File: src/logic/pdsr_pkg.sv
/*
 * Constants for the second-loop divider and spread register bank:
 * offsets, reset values, writable masks and field positions.
 * Assumes an 8-bit register space reached over the two-wire serial port.
 */
package pdsr_pkg;

    // ************************************************************
    // Register map
    // ************************************************************
    localparam int PDSR_NUM_REGS = 10;
    localparam logic [7:0] PDSR_OFF_INT_HIGH = 8'h10;
    localparam logic [7:0] PDSR_OFF_INT_LOW = 8'h11;
    localparam logic [7:0] PDSR_OFF_FRAC_LOW = 8'h12;
    localparam logic [7:0] PDSR_OFF_FRAC_HIGH = 8'h13;
    localparam logic [7:0] PDSR_OFF_STEP_LOW = 8'h14;
    localparam logic [7:0] PDSR_OFF_STEP_HIGH = 8'h15;
    localparam logic [7:0] PDSR_OFF_DELTA = 8'h16;
    localparam logic [7:0] PDSR_OFF_PERIOD_LOW = 8'h17;
    localparam logic [7:0] PDSR_OFF_PERIOD_CTRL = 8'h18;
    localparam logic [7:0] PDSR_OFF_PUMP = 8'h19;
    localparam logic [7:0] PDSR_OFF_FIRST = PDSR_OFF_INT_HIGH;
    localparam logic [7:0] PDSR_OFF_LAST = PDSR_OFF_PUMP;

    // ************************************************************
    // Reset values and writable bits, index 0 is offset 0x10
    // ************************************************************
    localparam logic [7:0] PDSR_RST_INT_HIGH = 8'h00;
    localparam logic [7:0] PDSR_RST_INT_LOW = 8'h3c;
    localparam logic [7:0] PDSR_RST_PERIOD_CTRL = 8'h0e;
    localparam logic [7:0] PDSR_RST_PUMP = 8'h14;
    localparam logic [7:0] PDSR_RST_ZERO = 8'h00;
    localparam logic [PDSR_NUM_REGS-1:0][7:0] PDSR_RST = {
        PDSR_RST_PUMP, PDSR_RST_PERIOD_CTRL, PDSR_RST_ZERO, PDSR_RST_ZERO, PDSR_RST_ZERO,
        PDSR_RST_ZERO, PDSR_RST_ZERO, PDSR_RST_ZERO, PDSR_RST_INT_LOW, PDSR_RST_INT_HIGH};
    localparam logic [7:0] PDSR_WMASK_INT_HIGH = 8'h07;
    localparam logic [7:0] PDSR_WMASK_FULL = 8'hff;
    localparam logic [PDSR_NUM_REGS-1:0][7:0] PDSR_WMASK = {
        {(PDSR_NUM_REGS-1){PDSR_WMASK_FULL}}, PDSR_WMASK_INT_HIGH};

    // ************************************************************
    // Field positions
    // ************************************************************
    localparam int PDSR_INT_HIGH_MSB = 2;
    localparam int PDSR_PERIOD_HIGH_MSB = 7;
    localparam int PDSR_PERIOD_HIGH_LSB = 6;
    localparam int PDSR_SPREAD_EN_BIT = 5;
    localparam int PDSR_FILTER_MSB = 4;
    localparam int PDSR_PUMP_MSB = 7;
    localparam int PDSR_PUMP_LSB = 1;
    localparam int PDSR_REF_SEL_BIT = 0;

    // ************************************************************
    // Serial port
    // ************************************************************
    localparam logic [3:0] PDSR_BITS_PER_BYTE = 4'h8;
    localparam logic [3:0] PDSR_LAST_READ_BIT = 4'h7;

endpackage : pdsr_pkg

File: src/logic/pdsr_byte_reg.sv
/*
 * One 8-bit configuration register with a per-bit writable mask.
 * Assumes a write strobe that is one sys_clk cycle long.
 */
`timescale 1ns/1ps
module pdsr_byte_reg #(
    parameter logic [7:0] RESET_VALUE = 8'h00,
    parameter logic [7:0] WRITE_MASK = 8'hff
) (
    input wire logic sys_clk,       // Register clock
    input wire logic rst,           // Asynchronous reset, high
    input wire logic wr_en,         // One-cycle write strobe
    input wire logic [7:0] wr_data, // Byte to store
    output logic [7:0] value_q      // Stored byte
);
    // Bits outside the mask stay at zero and read back as zero
    always_ff @(posedge sys_clk or posedge rst) begin
        if (rst) begin
            value_q <= RESET_VALUE;
        end else if (wr_en) begin
            value_q <= wr_data & WRITE_MASK;
        end
    end
endmodule : pdsr_byte_reg

File: src/logic/pdsr_bank.sv
/*
 * Second-loop divider, spread and loop-filter register bank with its
 * two-wire serial slave port. Assumes open-drain pins resolved outside.
 */
`timescale 1ns/1ps
module pdsr_bank
    import pdsr_pkg::*;
#(
    parameter logic [6:0] DEVICE_ADDR = 7'h2a // Arbitrary value
) (
    input wire logic sys_clk,                            // 50 MHz register clock
    input wire logic rst,                                // Asynchronous reset, high
    input wire logic scl_in,                             // Serial clock pin
    input wire logic sda_in,                             // Serial data pin level
    output logic sda_out,                                // Serial data drive level
    output logic sda_oe,                                 // Pulls data low when high
    output logic [7:0] loop_b_fb_integer_low,            // Integer divider 7:0
    output logic [2:0] loop_b_fb_integer_high,           // Integer divider 10:8
    output logic [10:0] loop_b_fb_integer,               // Full integer divider
    output logic [15:0] loop_b_fb_fraction,              // Fractional divider
    output logic [15:0] loop_b_spread_step,              // Spread step size
    output logic [7:0] loop_b_spread_step_delta,         // Spread step delta
    output logic [9:0] loop_b_spread_period,             // Spread period
    output logic loop_b_spread_enable,                   // Spread on
    output logic loop_b_filter_res_largest,              // Add largest resistor
    output logic loop_b_filter_res_large,                // Add large resistor
    output logic loop_b_filter_res_medium,               // Add medium resistor
    output logic loop_b_filter_res_small,                // Add small resistor
    output logic loop_b_filter_res_only_min,             // Minimum resistor only
    output logic loop_b_pump_times_sixteen,              // Pump x16
    output logic loop_b_pump_times_eight,                // Pump x8
    output logic loop_b_pump_times_four,                 // Pump x4
    output logic loop_b_pump_times_two,                  // Pump x2
    output logic loop_b_pump_times_one,                  // Pump x1
    output logic loop_b_pump_div_twentyfour,             // Pump /24
    output logic loop_b_pump_div_three,                  // Pump /3
    output logic loop_b_ref_current_select               // Doubled reference current
);
    import pdsr_pkg::*;

    typedef enum {
        PDSR_IDLE, PDSR_DEVADDR, PDSR_REGPTR, PDSR_WDATA, PDSR_ACK, PDSR_RDATA, PDSR_RACK
    } pdsr_state_t;

    // ************************************************************
    // Address decode
    // ************************************************************
    function automatic logic in_bank(input logic [7:0] addr);
        in_bank = (addr >= PDSR_OFF_FIRST) && (addr <= PDSR_OFF_LAST);
    endfunction : in_bank

    function automatic logic [3:0] reg_index(input logic [7:0] addr);
        logic [7:0] diff;
        diff = addr - PDSR_OFF_FIRST;
        reg_index = diff[3:0];
    endfunction : reg_index

    // ************************************************************
    // Pin synchronisers and bus conditions
    // ************************************************************
    logic scl_s1_q, scl_s2_q, scl_s3_q;
    logic sda_s1_q, sda_s2_q, sda_s3_q;

    always_ff @(posedge sys_clk or posedge rst) begin
        if (rst) begin
            scl_s1_q <= 1'b1;
            scl_s2_q <= 1'b1;
            scl_s3_q <= 1'b1;
            sda_s1_q <= 1'b1;
            sda_s2_q <= 1'b1;
            sda_s3_q <= 1'b1;
        end else begin
            scl_s1_q <= scl_in;
            scl_s2_q <= scl_s1_q;
            scl_s3_q <= scl_s2_q;
            sda_s1_q <= sda_in;
            sda_s2_q <= sda_s1_q;
            sda_s3_q <= sda_s2_q;
        end
    end

    logic scl_rise, scl_fall, start_det, stop_det;
    assign scl_rise = scl_s2_q & ~scl_s3_q;
    assign scl_fall = ~scl_s2_q & scl_s3_q;
    assign start_det = scl_s2_q & scl_s3_q & sda_s3_q & ~sda_s2_q;
    assign stop_det = scl_s2_q & scl_s3_q & ~sda_s3_q & sda_s2_q;

    // ************************************************************
    // Register storage
    // ************************************************************
    logic [7:0] bank_q [PDSR_NUM_REGS];
    pdsr_state_t st_q, after_q;
    logic [3:0] cnt_q;
    logic [7:0] sh_q, ptr_q;
    logic nack_q, sda_oe_q, sda_out_q;
    logic wr_stb;
    logic [7:0] rd_val;

    // Write lands on the falling clock that ends the eighth data bit
    assign wr_stb = (st_q == PDSR_WDATA) && scl_fall && (cnt_q == PDSR_BITS_PER_BYTE) && !start_det && !stop_det;

    genvar gi;
    generate
        for (gi = 0; gi < PDSR_NUM_REGS; gi++) begin : g_reg
            pdsr_byte_reg #(
                .RESET_VALUE(PDSR_RST[gi]),
                .WRITE_MASK(PDSR_WMASK[gi])
            ) u_reg (
                .sys_clk(sys_clk),
                .rst(rst),
                .wr_en(wr_stb && in_bank(ptr_q) && (reg_index(ptr_q) == 4'(gi))),
                .wr_data(sh_q),
                .value_q(bank_q[gi])
            );
        end
    endgenerate

    // Unmapped offsets read zero and ignore writes
    assign rd_val = in_bank(ptr_q) ? bank_q[reg_index(ptr_q)] : 8'h00;

    // ************************************************************
    // Serial slave sequencer
    // ************************************************************
    always_ff @(posedge sys_clk or posedge rst) begin
        if (rst) begin
            st_q <= PDSR_IDLE;
            after_q <= PDSR_IDLE;
            cnt_q <= 4'h0;
            sh_q <= 8'h00;
            ptr_q <= 8'h00;
            nack_q <= 1'b0;
            sda_oe_q <= 1'b0;
        end else if (start_det) begin
            st_q <= PDSR_DEVADDR;
            cnt_q <= 4'h0;
            sda_oe_q <= 1'b0;
        end else if (stop_det) begin
            st_q <= PDSR_IDLE;
            sda_oe_q <= 1'b0;
        end else begin
            unique case (st_q)
                PDSR_IDLE: begin
                    sda_oe_q <= 1'b0;
                end
                PDSR_DEVADDR, PDSR_REGPTR, PDSR_WDATA: begin
                    if (scl_rise && cnt_q != PDSR_BITS_PER_BYTE) begin
                        sh_q <= {sh_q[6:0], sda_s2_q};
                        cnt_q <= cnt_q + 4'h1;
                    end else if (scl_fall && cnt_q == PDSR_BITS_PER_BYTE) begin
                        cnt_q <= 4'h0;
                        st_q <= PDSR_ACK;
                        sda_oe_q <= 1'b1;
                        if (st_q == PDSR_DEVADDR) begin
                            // A foreign address leaves the bus alone until the next start
                            if (sh_q[7:1] != DEVICE_ADDR) begin
                                st_q <= PDSR_IDLE;
                                sda_oe_q <= 1'b0;
                            end
                            after_q <= sh_q[0] ? PDSR_RDATA : PDSR_REGPTR;
                        end else if (st_q == PDSR_REGPTR) begin
                            ptr_q <= sh_q;
                            after_q <= PDSR_WDATA;
                        end else begin
                            ptr_q <= ptr_q + 8'h01;
                            after_q <= PDSR_WDATA;
                        end
                    end
                end
                PDSR_ACK: begin
                    if (scl_fall) begin
                        cnt_q <= 4'h0;
                        st_q <= after_q;
                        if (after_q == PDSR_RDATA) begin
                            sh_q <= rd_val;
                            sda_oe_q <= ~rd_val[7];
                        end else begin
                            sda_oe_q <= 1'b0;
                        end
                    end
                end
                PDSR_RDATA: begin
                    if (scl_fall) begin
                        if (cnt_q == PDSR_LAST_READ_BIT) begin
                            sda_oe_q <= 1'b0;
                            st_q <= PDSR_RACK;
                            ptr_q <= ptr_q + 8'h01;
                        end else begin
                            sh_q <= {sh_q[6:0], 1'b0};
                            sda_oe_q <= ~sh_q[6];
                            cnt_q <= cnt_q + 4'h1;
                        end
                    end
                end
                PDSR_RACK: begin
                    if (scl_rise) begin
                        nack_q <= sda_s2_q;
                    end else if (scl_fall) begin
                        // Master's not-acknowledge ends the read burst
                        if (nack_q) begin
                            st_q <= PDSR_IDLE;
                        end else begin
                            st_q <= PDSR_RDATA;
                            cnt_q <= 4'h0;
                            sh_q <= rd_val;
                            sda_oe_q <= ~rd_val[7];
                        end
                    end
                end
            endcase
        end
    end

    // Open drain: the pin is only ever pulled low
    always_ff @(posedge sys_clk or posedge rst) begin
        if (rst) begin
            sda_out_q <= 1'b0;
        end else begin
            sda_out_q <= 1'b0;
        end
    end

    assign sda_out = sda_out_q;
    assign sda_oe = sda_oe_q;

    // ************************************************************
    // Field outputs, all straight from the register flops
    // ************************************************************
    assign loop_b_fb_integer_low = bank_q[1];
    assign loop_b_fb_integer_high = bank_q[0][PDSR_INT_HIGH_MSB:0];
    assign loop_b_fb_integer = {bank_q[0][PDSR_INT_HIGH_MSB:0], bank_q[1]};
    assign loop_b_fb_fraction = {bank_q[3], bank_q[2]};
    assign loop_b_spread_step = {bank_q[5], bank_q[4]};
    assign loop_b_spread_step_delta = bank_q[6];
    assign loop_b_spread_period = {bank_q[8][PDSR_PERIOD_HIGH_MSB:PDSR_PERIOD_HIGH_LSB], bank_q[7]};
    assign loop_b_spread_enable = bank_q[8][PDSR_SPREAD_EN_BIT];
    assign {loop_b_filter_res_largest, loop_b_filter_res_large, loop_b_filter_res_medium,
            loop_b_filter_res_small, loop_b_filter_res_only_min} = bank_q[8][PDSR_FILTER_MSB:0];
    assign {loop_b_pump_times_sixteen, loop_b_pump_times_eight, loop_b_pump_times_four,
            loop_b_pump_times_two, loop_b_pump_times_one, loop_b_pump_div_twentyfour,
            loop_b_pump_div_three} = bank_q[9][PDSR_PUMP_MSB:PDSR_PUMP_LSB];
    assign loop_b_ref_current_select = bank_q[9][PDSR_REF_SEL_BIT];
endmodule : pdsr_bank

File: config.mk
export PLATFORM = sky130hd
export DESIGN_NAME = pdsr_bank
export DESIGN_NICKNAME = d
export VERILOG_FILES = /design/src/logic/pdsr_pkg.sv /design/src/logic/pdsr_byte_reg.sv /design/src/logic/pdsr_bank.sv
export SDC_FILE = /design/constraint.sdc
export NUM_CORES = 1
export LEC_CHECK = 0
export BUFFER_PORTS_ARGS = -buffer_cell sky130_fd_sc_hd__buf_2
export CORE_ASPECT_RATIO = 0.9
export CORE_MARGIN = 8
export CORE_UTILIZATION = 50
export CTS_BUF_LIST = sky130_fd_sc_hd__clkbuf_16
export DETAILED_ROUTE_END_ITERATION = 6
export GPL_ROUTABILITY_DRIVEN = 1
export MAX_ROUTING_LAYER = met4
export PLACE_DENSITY_LB_ADDON = 0.08
export SLEW_MARGIN = 5
export SYNTH_ARGS = -nofsm -noshare
export SYNTH_HDL_FRONTEND = slang
export SYNTH_SLANG_ARGS = --single-unit
File: constraint.sdc
create_clock -name sys_clk -period 4.15 [get_ports sys_clk]
set_input_delay 0.415 -clock sys_clk [delete_from_list [all_inputs] [get_ports sys_clk]]
set_output_delay 0.415 -clock sys_clk [all_outputs]
set_load 0.005 [all_outputs]
Yosys cells after proc, flatten, opt, wreduce, memory -nomap -nowiden

Index checks and enable logic that the tools add are counted.

Equal/unequal tests: 51
Magnitude comparators: 3
Add/sub/neg operators: 3
Div/mod/pow operators: 0
Multiply operators: 0
Reductions and logical operators: 34
Multiplexer cells: 60
Shift operators: 0
Bitwise gates (word level): 17

Operators by type and width:

| cell                                                                   | count |
|---|---|
| 32-bit 2-to-1 mux                                                      | 9 |
| 32-bit by 3-bit equality test with 1-bit output, second input constant | 5 |
| 8-bit 2-to-1 mux                                                       | 17 |
| 32-bit case mux with 4 select lines                                    | 1 |
| 32-bit by 2-bit equality test with 1-bit output, second input constant | 3 |
| 4-bit 2-to-1 mux                                                       | 10 |
| 4-bit != test, second input constant                                   | 10 |
| 8-bit binary-select mux with 4-bit select                              | 1 |
| 32-bit by 1-bit equality test with 1-bit output, second input constant | 1 |
| 32-bit by 4-bit equality test with 1-bit output, second input constant | 1 |
| 32-bit logical NOT                                                     | 1 |
| 8-bit case mux with 4 select lines                                     | 1 |
| 2-bit != test, second input constant                                   | 13 |
| 4-bit by 3-bit equality test with 1-bit output, second input constant  | 5 |
| 1-bit logical AND                                                      | 18 |
| 3-bit != test, second input constant                                   | 6 |
| 4-bit case mux with 4 select lines                                     | 1 |
| 8-bit case mux with 2 select lines                                     | 1 |
| 8-bit AND reduction                                                    | 2 |
| 3-bit 2-to-1 mux                                                       | 5 |
| 1-bit 2-to-1 mux                                                       | 13 |
| 4-bit equality test, second input constant                             | 3 |
| 11-bit AND reduction                                                   | 1 |
| 1-bit inverter                                                         | 9 |
| other kinds (23)                                                       | 31 |

Bits in latches: 0
Flip-flop bits (word level): 167
Output and inout port bits: 88
RAM bits: 0
Word-level logic and storage cells: 191
Bits of input ports: 4
Bits in read-only memories: 0
Memories: 0

Logic depth before layout (Yosys ltp)

Gate-level depths: netlist (run 1).

Depth in word-level cells: 13
Gate-level depth with buffers: 8
Mapped depth without buffers: 7

Modules after synthesis

From an unflattened synthesis (run 1), not the netlist that was laid out.

Cells, all modules: 503
Area, all modules: 6,114.6 um^2

By module, submodules not included:

| module                             | sequential area each (um^2) | area an instance (um^2) | cells each | instances |
|---|---|---|---|---|
| pdsr_bank                          | 858.3                       | 2,931.6                 | 328        | 1 |
| pdsr_byte_reg (g_reg[2].u_reg ...) | 200.2                       | 335.3                   | 18         | 6 |
| pdsr_byte_reg (g_reg[1].u_reg)     | 205.2                       | 340.3                   | 18         | 1 |
| pdsr_byte_reg (g_reg[8].u_reg)     | 203.9                       | 339.1                   | 18         | 1 |
| pdsr_byte_reg (g_reg[9].u_reg)     | 202.7                       | 337.8                   | 18         | 1 |
| pdsr_byte_reg (g_reg[0].u_reg)     | 75.1                        | 153.9                   | 13         | 1 |

Least setup slack after synthesis (run 1)

No wires, ideal clock.

Path type: reg-to-reg
From: register ptr_q[6]
To: register g_reg[3].u_reg.value_q[0]
Path slack: 1.741 ns
Clock period less this slack: 2.409 ns
Setup time: 0.125 ns
Arrival: 2.285 ns
Required time: 4.025 ns
Cell stages (with the launch flop): 7
Path buffers: 1
Cell sequence: dfrtp_1 or4b_4 or4_4 nor3_2 and2_1 buf_2 mux2_2

Word-level cells in the longest chain between the ends: 4
Elaborated cells on any way between the ends: 5
Those cells by class: order compare: 2; reduce/logical: 3

RTL lines:

| item                                                                                                                        | RTL line            | text |
|---|---|---|
| start: declaration                                                                                                          | pdsr_bank.sv:94     | `logic [7:0] sh_q, ptr_q;` |
| start signal: assignment                                                                                                    | pdsr_bank.sv:161    | `ptr_q <= sh_q;` |
| start signal: assignment                                                                                                    | pdsr_bank.sv:164    | `ptr_q <= ptr_q + 8'h01;` |
| start signal: assignment                                                                                                    | pdsr_bank.sv:186    | `ptr_q <= ptr_q + 8'h01;` |
| 8-bit by 5-bit >= comparator with 1-bit output or 8-bit by 5-bit less-or-equal comparator with 1-bit output (tied branches) | pdsr_bank.sv:49     | `in_bank = (addr >= PDSR_OFF_FIRST) && (addr <= PDSR_OFF_LAST);` |
| 1-bit logical AND (*)                                                                                                       | pdsr_bank.sv:49     |  |
| 1-bit logical AND (*) (2 in a row)                                                                                          | pdsr_bank.sv:111    | `.wr_en(wr_stb && in_bank(ptr_q) && (reg_index(ptr_q) == 4'(gi))),` |
| end signal: assignment                                                                                                      | pdsr_byte_reg.sv:21 | `value_q <= wr_data & WRITE_MASK;` |
| end: declaration                                                                                                            | pdsr_byte_reg.sv:14 | `output logic [7:0] value_q` |

Mark *: on every way between the ends. The rest lies on a longest branch, timed or not.
A chain may end at the register's enable or synchronous reset.

Worst setup path in the final report (run 1)

From: register ptr_q[0]
To: register sh_q[1]

Word-level cells in the longest chain between the ends: 10
Elaborated cells on any way between the ends: 15
Those cells by class: add/sub: 1; order compare: 2; mux: 10; bitwise: 1; reduce/logical: 1

RTL lines:

| item                                                   | RTL line         | text |
|---|---|---|
| 4-bit by 1-bit subtractor with 4-bit output            | pdsr_bank.sv:54  | `diff = addr - PDSR_OFF_FIRST;` |
| 4-bit inverter with 5-bit output (implied by the code) | pdsr_bank.sv:119 | `assign rd_val = in_bank(ptr_q) ? bank_q[reg_index(ptr_q)] : 8'h00;` |
| 8-bit binary-select mux with 4-bit select              | pdsr_bank.sv:119 |  |
| 8-bit 2-to-1 mux (implied by the code) (2 in a row)    | pdsr_bank.sv:119 |  |
| 8-bit 2-to-1 mux (*)                                   | pdsr_bank.sv:119 |  |
| 8-bit 2-to-1 mux                                       | pdsr_bank.sv:199 | `if (nack_q) begin` |
| 8-bit 2-to-1 mux                                       | pdsr_bank.sv:197 | `end else if (scl_fall) begin` |
| 8-bit 2-to-1 mux                                       | pdsr_bank.sv:195 | `if (scl_rise) begin` |
| 8-bit case mux with 4 select lines (*)                 | pdsr_bank.sv:141 | `unique case (st_q)` |
| end signal: assignment                                 | pdsr_bank.sv:147 | `sh_q <= {sh_q[6:0], sda_s2_q};` |
| end signal: assignment                                 | pdsr_bank.sv:188 | `sh_q <= {sh_q[6:0], 1'b0};` |
| end signal: assignment                                 | pdsr_bank.sv:204 | `sh_q <= rd_val;` |
| end: declaration                                       | pdsr_bank.sv:94  |  |

Mark *: on every way between the ends. The rest lies on a longest branch, timed or not. The select of a mux whose other input is x is not followed.

==> Implementation_results.wiki, run 1 <==
{| class="wikitable"
! Metric !! Value
|-
| Worst setup path class || reg -> reg
|-
| Reg-to-reg critical path startpoint || ptr_q[0]$_DFFE_PP0P_
|-
| Top library cells by usage in the layout, fill and taps aside || sky130_fd_sc_hd__dfrtp_1, sky130_fd_sc_hd__buf_2, sky130_fd_sc_hd__mux2_2, sky130_fd_sc_hd__o21ai_0, sky130_fd_sc_hd__mux2i_1
|-
| Effective utilization at floorplan || about half
|-
| Fraction of layout cells with a size suffix above 1 || 40.6%
|-
| # resized after CTS || 0
|-
| Largest area contributor in the netlist || sky130_fd_sc_hd__dfrtp_1
|-
| Synthesized instance count || approximately 500
|-
| Signal arrival time at the worst endpoint || 3.19 ns
|-
| Total routed wirelength || around 15000 um
|-
| Routed wire per std cell || approximately 21 um
|-
| Clock Latency Late Sink || between 0.3 and 0.4 ns
|-
| Floorplan Core Area || about 11000 um^2
|-
| Sequential element share of the synthesized area || 47.7%
|-
| Period Utilization, post-route || roughly 70%
|-
| Max H-tree Level || 3
|-
| Growth of design area from synthesis to finish || 13.8%
|-
| Global-route wire length before repair || ~25000 um
|-
| Hold Fails Final Rpt || 0
|-
| Worst slew pin tran || ~1.1 ns
|-
| Floorplan die width || 129 um
|-
| Number of antenna violations at the first check in global routing || 0
|-
| Worst Setup Start Kind || flip-flop
|-
| Combined area of all synthesized cells || around 5800 um^2
|-
| Number of buffers added by the clock tree synthesis step || 9
|-
| Minimum clock period after layout || around 2.9 ns
|-
| RSZ-0062 raised after global routing || false
|-
| Status || finished clean
|-
| Hold-fix buffer count after cts || 0
|-
| Max Fanout on Critical Path || 22
|-
| Number of buffers inserted to repair setup after CTS || 0
|-
| Crit. Startpoint || ptr_q[0]$_DFFE_PP0P_
|-
| Mapped Nets || roughly 510
|-
| Die Height || around 120 um
|-
| GRT overflow || 0
|-
| Max-slew headroom || between 20 and 30%
|-
| R2r setup slk || ~1.3 ns
|-
| Total half-perimeter wirelength after legalization and detailed placement || between 10000 and 15000 um
|-
| Clock-pin slew of the registers on the worst-case setup and hold paths || 0.07 ns
|-
| Count of nets left with antenna violations after detail routing || 0
|-
| Yosys warning total || 0
|-
| Most common library cell in the layout ignoring fill and taps || sky130_fd_sc_hd__dfrtp_1
|-
| Pin count of the biggest net entering global routing || 87
|-
| Placed instance area || 6230 um^2
|-
| Length in cells of the worst reg-to-reg path || 7
|-
| Routed via count divided by cell count || 6.04
|-
| Worst Hold Class || in -> reg
|-
| Die area || between 15000 and 20000 um^2
|-
| Number of nets in the finished design || approximately 570
|-
| Antenna diode instance count || 0
|-
| Share of the synthesized area in the top cell type || just over 40%
|-
| Peak Freq || between 0.3 and 0.4 GHz
|-
| Static power due to leakage || between 3 and 4 nW
|-
| Number of distinct library cell variants in the gate-level netlist after synthesis || a little over 60
|-
| Worst reg2reg path endpoint || sh_q[1]$_DFFE_PP0P_
|-
| Starting DRC count in detailed routing || between 300 and 400
|-
| IR drop worst, VDD || roughly 0.43 mV
|-
| Fraction of synthesis flops using an asynchronous set or reset pin || 100%
|-
| Initial DRT Pass Iterations || 5
|-
| Clock tree from TritonCTS || yes
|-
| Total global routing track utilization || around a fifth
|-
| Crit path to || sh_q[1]$_DFFE_PP0P_
|-
| Cell chosen for the clock root || sky130_fd_sc_hd__clkbuf_16
|-
| Post-synthesis register bit count || between 100 and 150
|-
| Kind of end point of the critical path || flip-flop
|-
| Top cells by area in the synthesized netlist || sky130_fd_sc_hd__dfrtp_1, sky130_fd_sc_hd__mux2_2, sky130_fd_sc_hd__dfstp_2
|-
| Required time worst endpoint || between 4 and 5 ns
|-
| Clock tree skew after final layout || between 0.01 and 0.015 ns
|-
| Sum Neg Setup Slack || 0 ns
|-
| Mean post-synth cell area || 11.5 um^2
|-
| Longest Clk Path Bufs || 2
|-
| DRC violations left || 0
|-
| Max-slew violation count || 0
|-
| EDFF count, synth || 0
|-
| Prevailing post-synth register cell || sky130_fd_sc_hd__dfrtp_1
|-
| Power density of the placed cells || ~390 nW/um^2
|-
| Final setup fails || 0
|-
| Clock sink total || about 110
|-
| Total I/O pin count || 92
|-
| Detailed-route via count || between 4000 and 5000
|-
| Global placement routability congestion || ~0.88
|-
| # Max-Cap Violations || 0
|-
| Core Rows || 37
|-
| Layout Cell Area excl Fill || around 6600 um^2
|-
| Vias in the first global route || ~4400
|-
| Count of port buffers added during placement || 90
|}
-- routing by layer --
metal | up-vias | GRT usage, % | wire length [um]
met4 | 0 | 4.18 | 123
met1 | 2242 | 28.6 | 6910
met3 | 12 | 6.16 | 1100
met2 | 166 | 30.7 | 7040
met5 | - | - | 0
li1 | 1961 | - | -
-- worst max-delay path, cell delays in order (launching register included) --
cell                        delay [ns]
sky130_fd_sc_hd__dfrtp_1          0.71
sky130_fd_sc_hd__inv_1            0.38
sky130_fd_sc_hd__ha_1             0.32
sky130_fd_sc_hd__o21bai_1         0.16
sky130_fd_sc_hd__a2111oi_2        0.71
sky130_fd_sc_hd__o21ai_0          0.23
sky130_fd_sc_hd__o211ai_1         0.14
sky130_fd_sc_hd__mux2_2           0.17
-- worst min path at each step --
stage	end	cells past startpoint	slack (ns)	startpoint
after detailed placement	sda_s2_q$_DFF_PP1_	0	0.35	sda_s1_q$_DFF_PP1_
after global placement	sda_s2_q$_DFF_PP1_	0	0.35	sda_s1_q$_DFF_PP1_
after global routing	sda_s1_q$_DFF_PP1_	1	0.13	sda_in
after floorplan	scl_s2_q$_DFF_PP1_	0	0.35	scl_s1_q$_DFF_PP1_
final	sda_s1_q$_DFF_PP1_	1	0.15	sda_in
after CTS	sda_s1_q$_DFF_PP1_	1	0.14	sda_in
-- final cells by class --
class / count / area (um^2)
clock buffer: 9 / 225
clock inverter: 7 / 96.3
fill: 997 / 4790
inverter: 12 / 47.5
multi-input combinational: 337 / 2760
sequential: 109 / 2750
tap: 156 / 195
timing repair buffer: 95 / 488
-- flip-flops by register name, indices dropped and copies added, names as in the netlist, 3 cells and up --
signal           count
g.u_reg.value_q     75
sh_q                 8
ptr_q                8
cnt_q                4
after_q              3
st_q                 3
-- cell families (layout without fill, tap and decap cells) --
logic type | Yosys count | after routing | synth area share, %
xor+xnor | 1 | 1 | 0.152
simple gates | 125 | 125 | 12.5
mux | 114 | 114 | 23.2
flops | 109 | 109 | 47.7
fa+ha+maj | 6 | 6 | 1.30
other cells | 1 | 1 | 0.0651
buf+inv | 55 | 123 | 4.43
compound gates | 90 | 90 | 10.7
-- cells in the mapped netlist (12+ instances only) --
master and count:
sky130_fd_sc_hd__buf_4 12, sky130_fd_sc_hd__clkbuf_1 25, sky130_fd_sc_hd__dfrtp_1 94, sky130_fd_sc_hd__dfstp_2 15, sky130_fd_sc_hd__inv_1 12, sky130_fd_sc_hd__mux2_2 82
sky130_fd_sc_hd__mux2i_1 22, sky130_fd_sc_hd__nand2_1 18, sky130_fd_sc_hd__nand3_1 20, sky130_fd_sc_hd__nor2_1 19, sky130_fd_sc_hd__nor3_1 12, sky130_fd_sc_hd__o21ai_0 28
-- power by group --
part	internal, mW	switching, mW	total, mW	leakage (nW)
registers	1.10	0.143	1.24	1.46
logic	0.152	0.205	0.357	1.61
clock network	0.534	0.410	0.944	0.165
total	1.78	0.758	2.54	3.23
-- stage by stage --
stage	worst slack (ns)	power (mW)	std cells	utilization, %	hold slack [ns]
after floorplan	0.886	1.50	501	-	0.345
after global placement	1.33	1.60	709	55.0	0.346
after detailed placement	1.32	1.62	709	55.0	0.349
after CTS	1.30	2.56	725	57.8	0.139
after global routing	1.06	2.64	725	57.8	0.134
final	1.26	2.54	725	57.8	0.148
(Power assumes the default switching activity.)
==> run 2, diff against run 1 <==
- clock period: 4.15 -> 3 ns (I/O delays scaled with it)
==> Implementation_results.wiki, run 2 (same netlist as run 1, synthesis figures left out) <==
{| class="wikitable"
! Metric !! Value
|-
| Top flop regs || g.u_reg.value_q (75), ptr_q (8), sh_q (8)
|-
| Die Height || 118 um
|-
| Reg-to-reg critical path startpoint || ptr_q[6]$_DFFE_PP0P_
|-
| Critical path's slowest cell || sky130_fd_sc_hd__or4b_4
|-
| Count of nets left with antenna violations after detail routing || 0
|-
| Worst reg2reg path endpoint || g_reg[2].u_reg.value_q[0]$_DFFE_PP0P_
|-
| Total routed wirelength || around 16000 um
|-
| Power density of the placed cells || between 500 and 600 nW/um^2
|-
| Top metal layer carrying routed signals || met4
|-
| Pin count of the biggest net entering global routing || 65
|-
| Status || finished clean
|-
| Peak Freq || about 0.37 GHz
|-
| Required time worst endpoint || 3.25 ns
|-
| Routed wire per std cell || ~22 um
|-
| Total I/O pin count || 92
|-
| Signal arrival time at the worst endpoint || ~2.9 ns
|-
| R2r setup slk || 0.32 ns
|-
| IR drop worst, VDD || around 0.37 mV
|-
| Initial DRT Pass Iterations || 7
|-
| Max-slew violation count || 0
|-
| Worst Hold Class || in -> reg
|-
| Final setup fails || 0
|-
| Routed via count divided by cell count || about 6
|-
| Longest Clk Path Bufs || 2
|-
| Max H-tree Level || 3
|-
| Vias in the first global route || roughly 4600
|-
| Worst hold path startpoint || sda_in
|-
| Sum Neg Setup Slack || 0 ns
|-
| Worst setup path class || reg -> reg
|-
| Worst Setup Start Kind || flip-flop
|-
| Kind of cell with the highest combined delay on the critical path || simple AND/OR/NAND/NOR gates
|-
| # resized after CTS || 0
|-
| Max stage delay on crit path || roughly 0.60 ns
|-
| PnR Total Power || ~3.4 mW
|-
| Hold endpoint || sda_s1_q$_DFF_PP1_
|-
| Clock Latency Late Sink || approximately 0.36 ns
|-
| Number of buffers added by the clock tree synthesis step || 9
|-
| DRC violations left || 0
|-
| Hold Fails Final Rpt || 0
|-
| Kind of end point of the critical path || flip-flop
|-
| Worst path cell trace || or4b_4 > or4_4 > nor3_2 > and2_1 > mux2_2
|-
| Global-route wire length before repair || between 20000 and 30000 um
|-
| Static power due to leakage || roughly 3.3 nW
|-
| Worst slew pin tran || 0.819 ns
|-
| Cell chosen for the clock root || sky130_fd_sc_hd__clkbuf_16
|-
| Minimum clock period after layout || ~2.7 ns
|-
| Period Utilization, post-route || approximately nine tenths
|-
| Placed instance area || roughly 6300 um^2
|-
| Clock tree skew after final layout || roughly 0.012 ns
|-
| Buf/Inv on CP || 0
|-
| Clock-pin slew of the registers on the worst-case setup and hold paths || 0.08 ns
|-
| Global placement routability congestion || slightly above 0.9
|-
| Number of antenna violations at the first check in global routing || 0
|-
| Met2 WL post-DR || between 7000 and 8000 um
|-
| RSZ-0062 raised after global routing || false
|-
| Max-slew headroom || 45.4%
|-
| Effective utilization at floorplan || around half
|-
| Top register by number of flip-flops || g.u_reg.value_q
|-
| Length in cells of the worst reg-to-reg path || 5
|-
| Starting DRC count in detailed routing || approximately 350
|-
| Die area || 15200 um^2
|-
| Max Fanout on Critical Path || 8
|-
| Floorplan die width || approximately 130 um
|-
| Max FFs per register || 75
|-
| Detailed-route via count || ~4400
|-
| Number of nets in the finished design || 585
|-
| Final core occ || about 58%
|-
| Top library cells by usage in the layout, fill and taps aside || sky130_fd_sc_hd__dfrtp_1, sky130_fd_sc_hd__buf_2, sky130_fd_sc_hd__mux2_2, sky130_fd_sc_hd__o21ai_0, sky130_fd_sc_hd__mux2i_1
|-
| Antenna diode instance count || 0
|-
| Number of buffers inserted to repair setup after CTS || 0
|-
| Count of port buffers added during placement || 90
|-
| Total global routing track utilization || roughly 22%
|-
| Core Rows || 37
|-
| Met3 routed WL || between 900 and 1000 um
|-
| Total half-perimeter wirelength after legalization and detailed placement || between 10000 and 15000 um
|-
| # Max-Cap Violations || 0
|-
| Wire length on met1 || approximately 7300 um
|-
| Most common library cell in the layout ignoring fill and taps || sky130_fd_sc_hd__dfrtp_1
|-
| Hold Path Stages || 1
|-
| Fraction of layout cells with a size suffix above 1 || approximately two fifths
|-
| Hold-fix buffer count after cts || 0
|-
| Clock sink total || about 110
|-
| Clock tree from TritonCTS || yes
|-
| Layout Cell Area excl Fill || ~6600 um^2
|-
| GRT overflow || 0
|-
| Growth of design area from synthesis to finish || 14.6%
|-
| Floorplan Core Area || about 11000 um^2
|}
## run 2: changes by cell type in the layout (fill, tap and decap cells not counted)
cell                         change
sky130_fd_sc_hd__clkinvlp_4      +2
sky130_fd_sc_hd__bufinv_16       -2
sky130_fd_sc_hd__inv_4           -1
sky130_fd_sc_hd__inv_6           -2
sky130_fd_sc_hd__buf_4          +11
sky130_fd_sc_hd__inv_8           +2
sky130_fd_sc_hd__clkinv_4        +1
sky130_fd_sc_hd__inv_1           -1
sky130_fd_sc_hd__clkinv_2        +1
## run 2: power breakdown
part	internal [mW]	total (mW)	switching (mW)
registers	1.52	1.68	0.162
logic	0.224	0.575	0.350
clock network	0.578	1.16	0.583
## run 2: metrics by stage
step / cells / worst slack (ns) / hold WS, ns
6_report: 736 / 0.321 / 0.0335
5_1_grt: 736 / 0.243 / 0.0251
4_1_cts: 736 / 0.334 / 0.0236
3_5_place_dp: 720 / 0.360 / 0.348
3_3_place_gp: 720 / 0.403 / 0.346
2_1_floorplan: 501 / 0.591 / 0.304
## run 2: how the worst max path moves through the flow
stage	start	end	slack (ns)	cells past startpoint
after floorplan	ptr_q[6]$_DFFE_PP0P_	g_reg[3].u_reg.value_q[0]$_DFFE_PP0P_	0.59	6
after global placement	ptr_q[6]$_DFFE_PP0P_	g_reg[1].u_reg.value_q[1]$_DFFE_PP0P_	0.40	5
after detailed placement	ptr_q[6]$_DFFE_PP0P_	g_reg[2].u_reg.value_q[4]$_DFFE_PP0P_	0.36	5
after CTS	ptr_q[6]$_DFFE_PP0P_	g_reg[2].u_reg.value_q[0]$_DFFE_PP0P_	0.33	5
after global routing	ptr_q[6]$_DFFE_PP0P_	g_reg[2].u_reg.value_q[6]$_DFFE_PP0P_	0.24	5
final	ptr_q[6]$_DFFE_PP0P_	g_reg[2].u_reg.value_q[0]$_DFFE_PP0P_	0.32	5
## run 2: per-layer routing
layer / global-route usage [%] / vias up
met5: - / -
met2: 33.1 / 144
met4: 6.75 / 0
met3: 4.80 / 15
li1: - / 1981
met1: 29.4 / 2232
## run 2: final cells by class
class                   instances  area (um^2)
flip-flops and latches        109         2750
inverters                      12         48.8
clock buffers                   9          225
fillers                       963         4740
multi-input cells             337         2760
clock inverters                 7         58.8
repair buffers                106          571
well taps                     156          195
## run 2: worst register-to-register path, delay by kind of cell (launching register included)
kind             cells  cell delay (ns)
AND/OR/NAND/NOR      4             1.76
flip-flops           1             0.42
multiplexers         1             0.39
==> run 3, diff against run 2 <==
- SYNTH_HIERARCHICAL: not set -> 1
==> Implementation_results.wiki, run 3 <==
{| class="wikitable"
! Metric !! Value
|-
| Status || finished clean
|-
| Floorplan Core Area || around 12000 um^2
|-
| Static power due to leakage || around 3.3 nW
|-
| Largest area contributor in the netlist || sky130_fd_sc_hd__dfrtp_1
|-
| Combined area of all synthesized cells || ~6000 um^2
|-
| Complex-gate fraction of the synthesized area || roughly 11%
|-
| Reg-to-reg critical path startpoint || cnt_q[0]$_DFFE_PP0P_
|-
| Global placement routability congestion || 0.910
|-
| Clock tree from TritonCTS || yes
|-
| Fraction of synthesis flops using an asynchronous set or reset pin || between 90% and 100%
|-
| Worst hold path startpoint || scl_in
|-
| IR drop worst, VDD || ~0.50 mV
|-
| RSZ-0062 raised after global routing || false
|-
| Commonest cells in the netlist || sky130_fd_sc_hd__dfrtp_1, sky130_fd_sc_hd__mux2_4, sky130_fd_sc_hd__nand2_1
|-
| # Max-Cap Violations || 0
|-
| Hold endpoint || scl_s1_q$_DFF_PP1_
|-
| Share of the synthesized area in the top cell type || around two fifths
|-
| Worst slew pin tran || 0.745 ns
|-
| R2r setup slk || ~0.33 ns
|-
| Placed instance area || 6630 um^2
|-
| Die area || 16000 um^2
|-
| Die Height || approximately 120 um
|-
| Synthesized instance count || 503
|-
| Adder-cell area share of the yosys netlist || under 10%
|-
| Cell chosen for the clock root || sky130_fd_sc_hd__clkbuf_16
|-
| Max-slew violation count || 0
|-
| Signal arrival time at the worst endpoint || 2.91 ns
|-
| Fraction of synthesized cell area in xor and xnor cells || less than 1%
|-
| Total routed wirelength || between 15000 and 20000 um
|-
| Share of synthesized area spent on multiplexers || roughly a quarter
|-
| Period Utilization, post-route || between 80 and 90%
|-
| Finished Layout Cells || between 700 and 800
|-
| Max H-tree Level || 3
|-
| Post-synthesis register bit count || around 110
|-
| Routed via count divided by cell count || around 5.7
|-
| Yosys warning total || 6
|-
| Vias in the first global route || ~4400
|-
| Pin count of the biggest net entering global routing || 22
|-
| Total I/O pin count || 92
|-
| Clock Latency Late Sink || 0.36 ns
|-
| Global-route wire length before repair || between 20000 and 30000 um
|-
| Required time worst endpoint || 3.24 ns
|-
| Kind of end point of the critical path || flip-flop
|-
| Hold Fails Final Rpt || 0
|-
| Worst Setup Slack, final || around 0.33 ns
|-
| Initial DRT Pass Iterations || 7
|-
| Number of nets in the finished design || just under 600
|-
| Most instantiated library cell after synthesis || sky130_fd_sc_hd__dfrtp_1
|-
| Count of port buffers added during placement || 90
|-
| Sequential element share of the synthesized area || ~45%
|-
| Clock tree skew after final layout || 0.00920 ns
|-
| Number of buffers added by the clock tree synthesis step || 9
|-
| Top flop regs || g.u_reg/value_q (75), ptr_q (8), sh_q (8)
|-
| Worst Setup Start Kind || flip-flop
|-
| Effective utilization at floorplan || about half
|-
| Length in cells of the worst reg-to-reg path || 9
|-
| Number of buffers inserted to repair setup after CTS || 0
|-
| Peak Freq || between 0.3 and 0.4 GHz
|-
| Mean post-synth cell area || between 10 and 15 um^2
|-
| Prevailing post-synth register cell || sky130_fd_sc_hd__dfrtp_1
|-
| Clock sink total || roughly 110
|-
| Final setup fails || 0
|-
| Total global routing track utilization || a little over a fifth
|-
| Worst Hold Class || in -> reg
|-
| Routed wire per std cell || about 21 um
|-
| Post-placement worst setup slack || between 0.3 and 0.4 ns
|-
| Number of distinct library cell variants in the gate-level netlist after synthesis || 60
|-
| Core Rows || 38
|-
| Growth of design area from synthesis to finish || 13.8%
|-
| GRT overflow || 0
|-
| Minimum clock period after layout || about 2.7 ns
|-
| Number of antenna violations at the first check in global routing || 1
|-
| Top register by number of flip-flops || g.u_reg/value_q
|-
| Layout Cell Area excl Fill || between 6000 and 7000 um^2
|-
| Max Fanout on Critical Path || 8
|-
| Max-slew headroom || between 50 and 60%
|-
| DRC violations left || 0
|-
| Sum Neg Setup Slack || 0 ns
|-
| Floorplan die width || 133 um
|-
| Area share of and/or/nand/nor cells after synthesis || under 10%
|-
| EDFF count, synth || 0
|-
| Final core occ || roughly three fifths
|-
| Count of nets left with antenna violations after detail routing || 0
|-
| Placed cell count || between 700 and 800
|-
| # resized after CTS || 0
|-
| Worst setup path class || reg -> reg
|-
| Combinational family with the most area after synthesis || multiplexers
|-
| Power density of the placed cells || between 400 and 500 nW/um^2
|-
| Fraction of layout cells with a size suffix above 1 || 40.8%
|-
| Top library cells by usage in the layout, fill and taps aside || sky130_fd_sc_hd__dfrtp_1, sky130_fd_sc_hd__buf_2, sky130_fd_sc_hd__mux2_4, sky130_fd_sc_hd__nand2_1, sky130_fd_sc_hd__mux2i_1
|-
| Hold-fix buffer count after cts || 1
|-
| Longest Clk Path Bufs || 2
|-
| Hold Path Stages || 1
|-
| Clock-pin slew of the registers on the worst-case setup and hold paths || roughly 0.07 ns
|-
| Detailed-route via count || about 4300
|-
| Total half-perimeter wirelength after legalization and detailed placement || between 10000 and 15000 um
|-
| Most common library cell in the layout ignoring fill and taps || sky130_fd_sc_hd__dfrtp_1
|-
| Worst reg2reg path endpoint || g_reg[4].u_reg/value_q[2]$_DFFE_PP0P_
|-
| Starting DRC count in detailed routing || 363
|-
| Top cells by area in the synthesized netlist || sky130_fd_sc_hd__dfrtp_1, sky130_fd_sc_hd__mux2_4, sky130_fd_sc_hd__dfstp_2
|-
| Max FFs per register || 75
|}
-- run 3: how the worst max path moves through the flow --
stage / from / endpoint / slack (ns)
after global routing: cnt_q[0]$_DFFE_PP0P_ / g_reg[4].u_reg/value_q[2]$_DFFE_PP0P_ / 0.13
after floorplan: cnt_q[0]$_DFFE_PP0P_ / g_reg[1].u_reg/value_q[0]$_DFFE_PP0P_ / 0.69
after global placement: cnt_q[0]$_DFFE_PP0P_ / g_reg[7].u_reg/value_q[2]$_DFFE_PP0P_ / 0.40
after detailed placement: cnt_q[0]$_DFFE_PP0P_ / g_reg[4].u_reg/value_q[3]$_DFFE_PP0P_ / 0.36
after CTS: cnt_q[0]$_DFFE_PP0P_ / g_reg[4].u_reg/value_q[2]$_DFFE_PP0P_ / 0.34
final: cnt_q[0]$_DFFE_PP0P_ / g_reg[4].u_reg/value_q[2]$_DFFE_PP0P_ / 0.33
-- run 3: layout make-up --
| type | count | area (um^2) |
|---|---|---|
| clock inverters | 7 | 88.8 |
| inverters | 22 | 82.6 |
| multi-input cells | 331 | 2980 |
| repair buffers | 113 | 638 |
| clock buffers | 9 | 225 |
| diodes | 1 | 2.50 |
| fillers | 1063 | 5020 |
| well taps | 160 | 200 |
| flip-flops and latches | 109 | 2750 |
-- run 3: stage by stage --
stage / hold slack, ns / total power [mW]
final: 0.0426 / 3.44
after global routing: 0.0217 / 3.58
after CTS: 0.0260 / 3.47
after detailed placement: 0.320 / 2.19
after global placement: 0.325 / 2.18
after floorplan: 0.0536 / 1.93
-- run 3: cell families after synthesis --
| logic type | count (synthesis) |
|---|---|
| buffers and inverters | 67 |
| XOR/XNOR | 1 |
| adder cells (fa/ha/maj) | 6 |
| flip-flops | 109 |
| AND/OR/NAND/NOR | 112 |
| AO/OA/AOI/OAI | 89 |
| other | 2 |
| multiplexers | 117 |
-- run 3: layer usage --
metal,share of wire (%),track usage [%],wire [um]
met1,46,27.6,7290
met3,6.0,6.42,960
met5,0,-,0
met2,47,32.0,7470
met4,1.5,5.67,246
-- run 3: worst max-delay path, cell delays in order (launching register included) --
cell and delay, ns:
sky130_fd_sc_hd__dfrtp_1 0.42, sky130_fd_sc_hd__inv_1 0.07, sky130_fd_sc_hd__ha_1 0.16, sky130_fd_sc_hd__and3b_1 0.26, sky130_fd_sc_hd__nand2_1 0.16, sky130_fd_sc_hd__or4_1 0.59
sky130_fd_sc_hd__nor2_1 0.21, sky130_fd_sc_hd__and2_1 0.17, sky130_fd_sc_hd__buf_4 0.20, sky130_fd_sc_hd__mux2_4 0.31
-- run 3: power breakdown --
| part | total (mW) | switching, mW | internal (mW) |
|---|---|---|---|
| Sequential | 1.72 | 0.177 | 1.54 |
| Combinational | 0.454 | 0.287 | 0.166 |
| Clock | 1.27 | 0.543 | 0.728 |
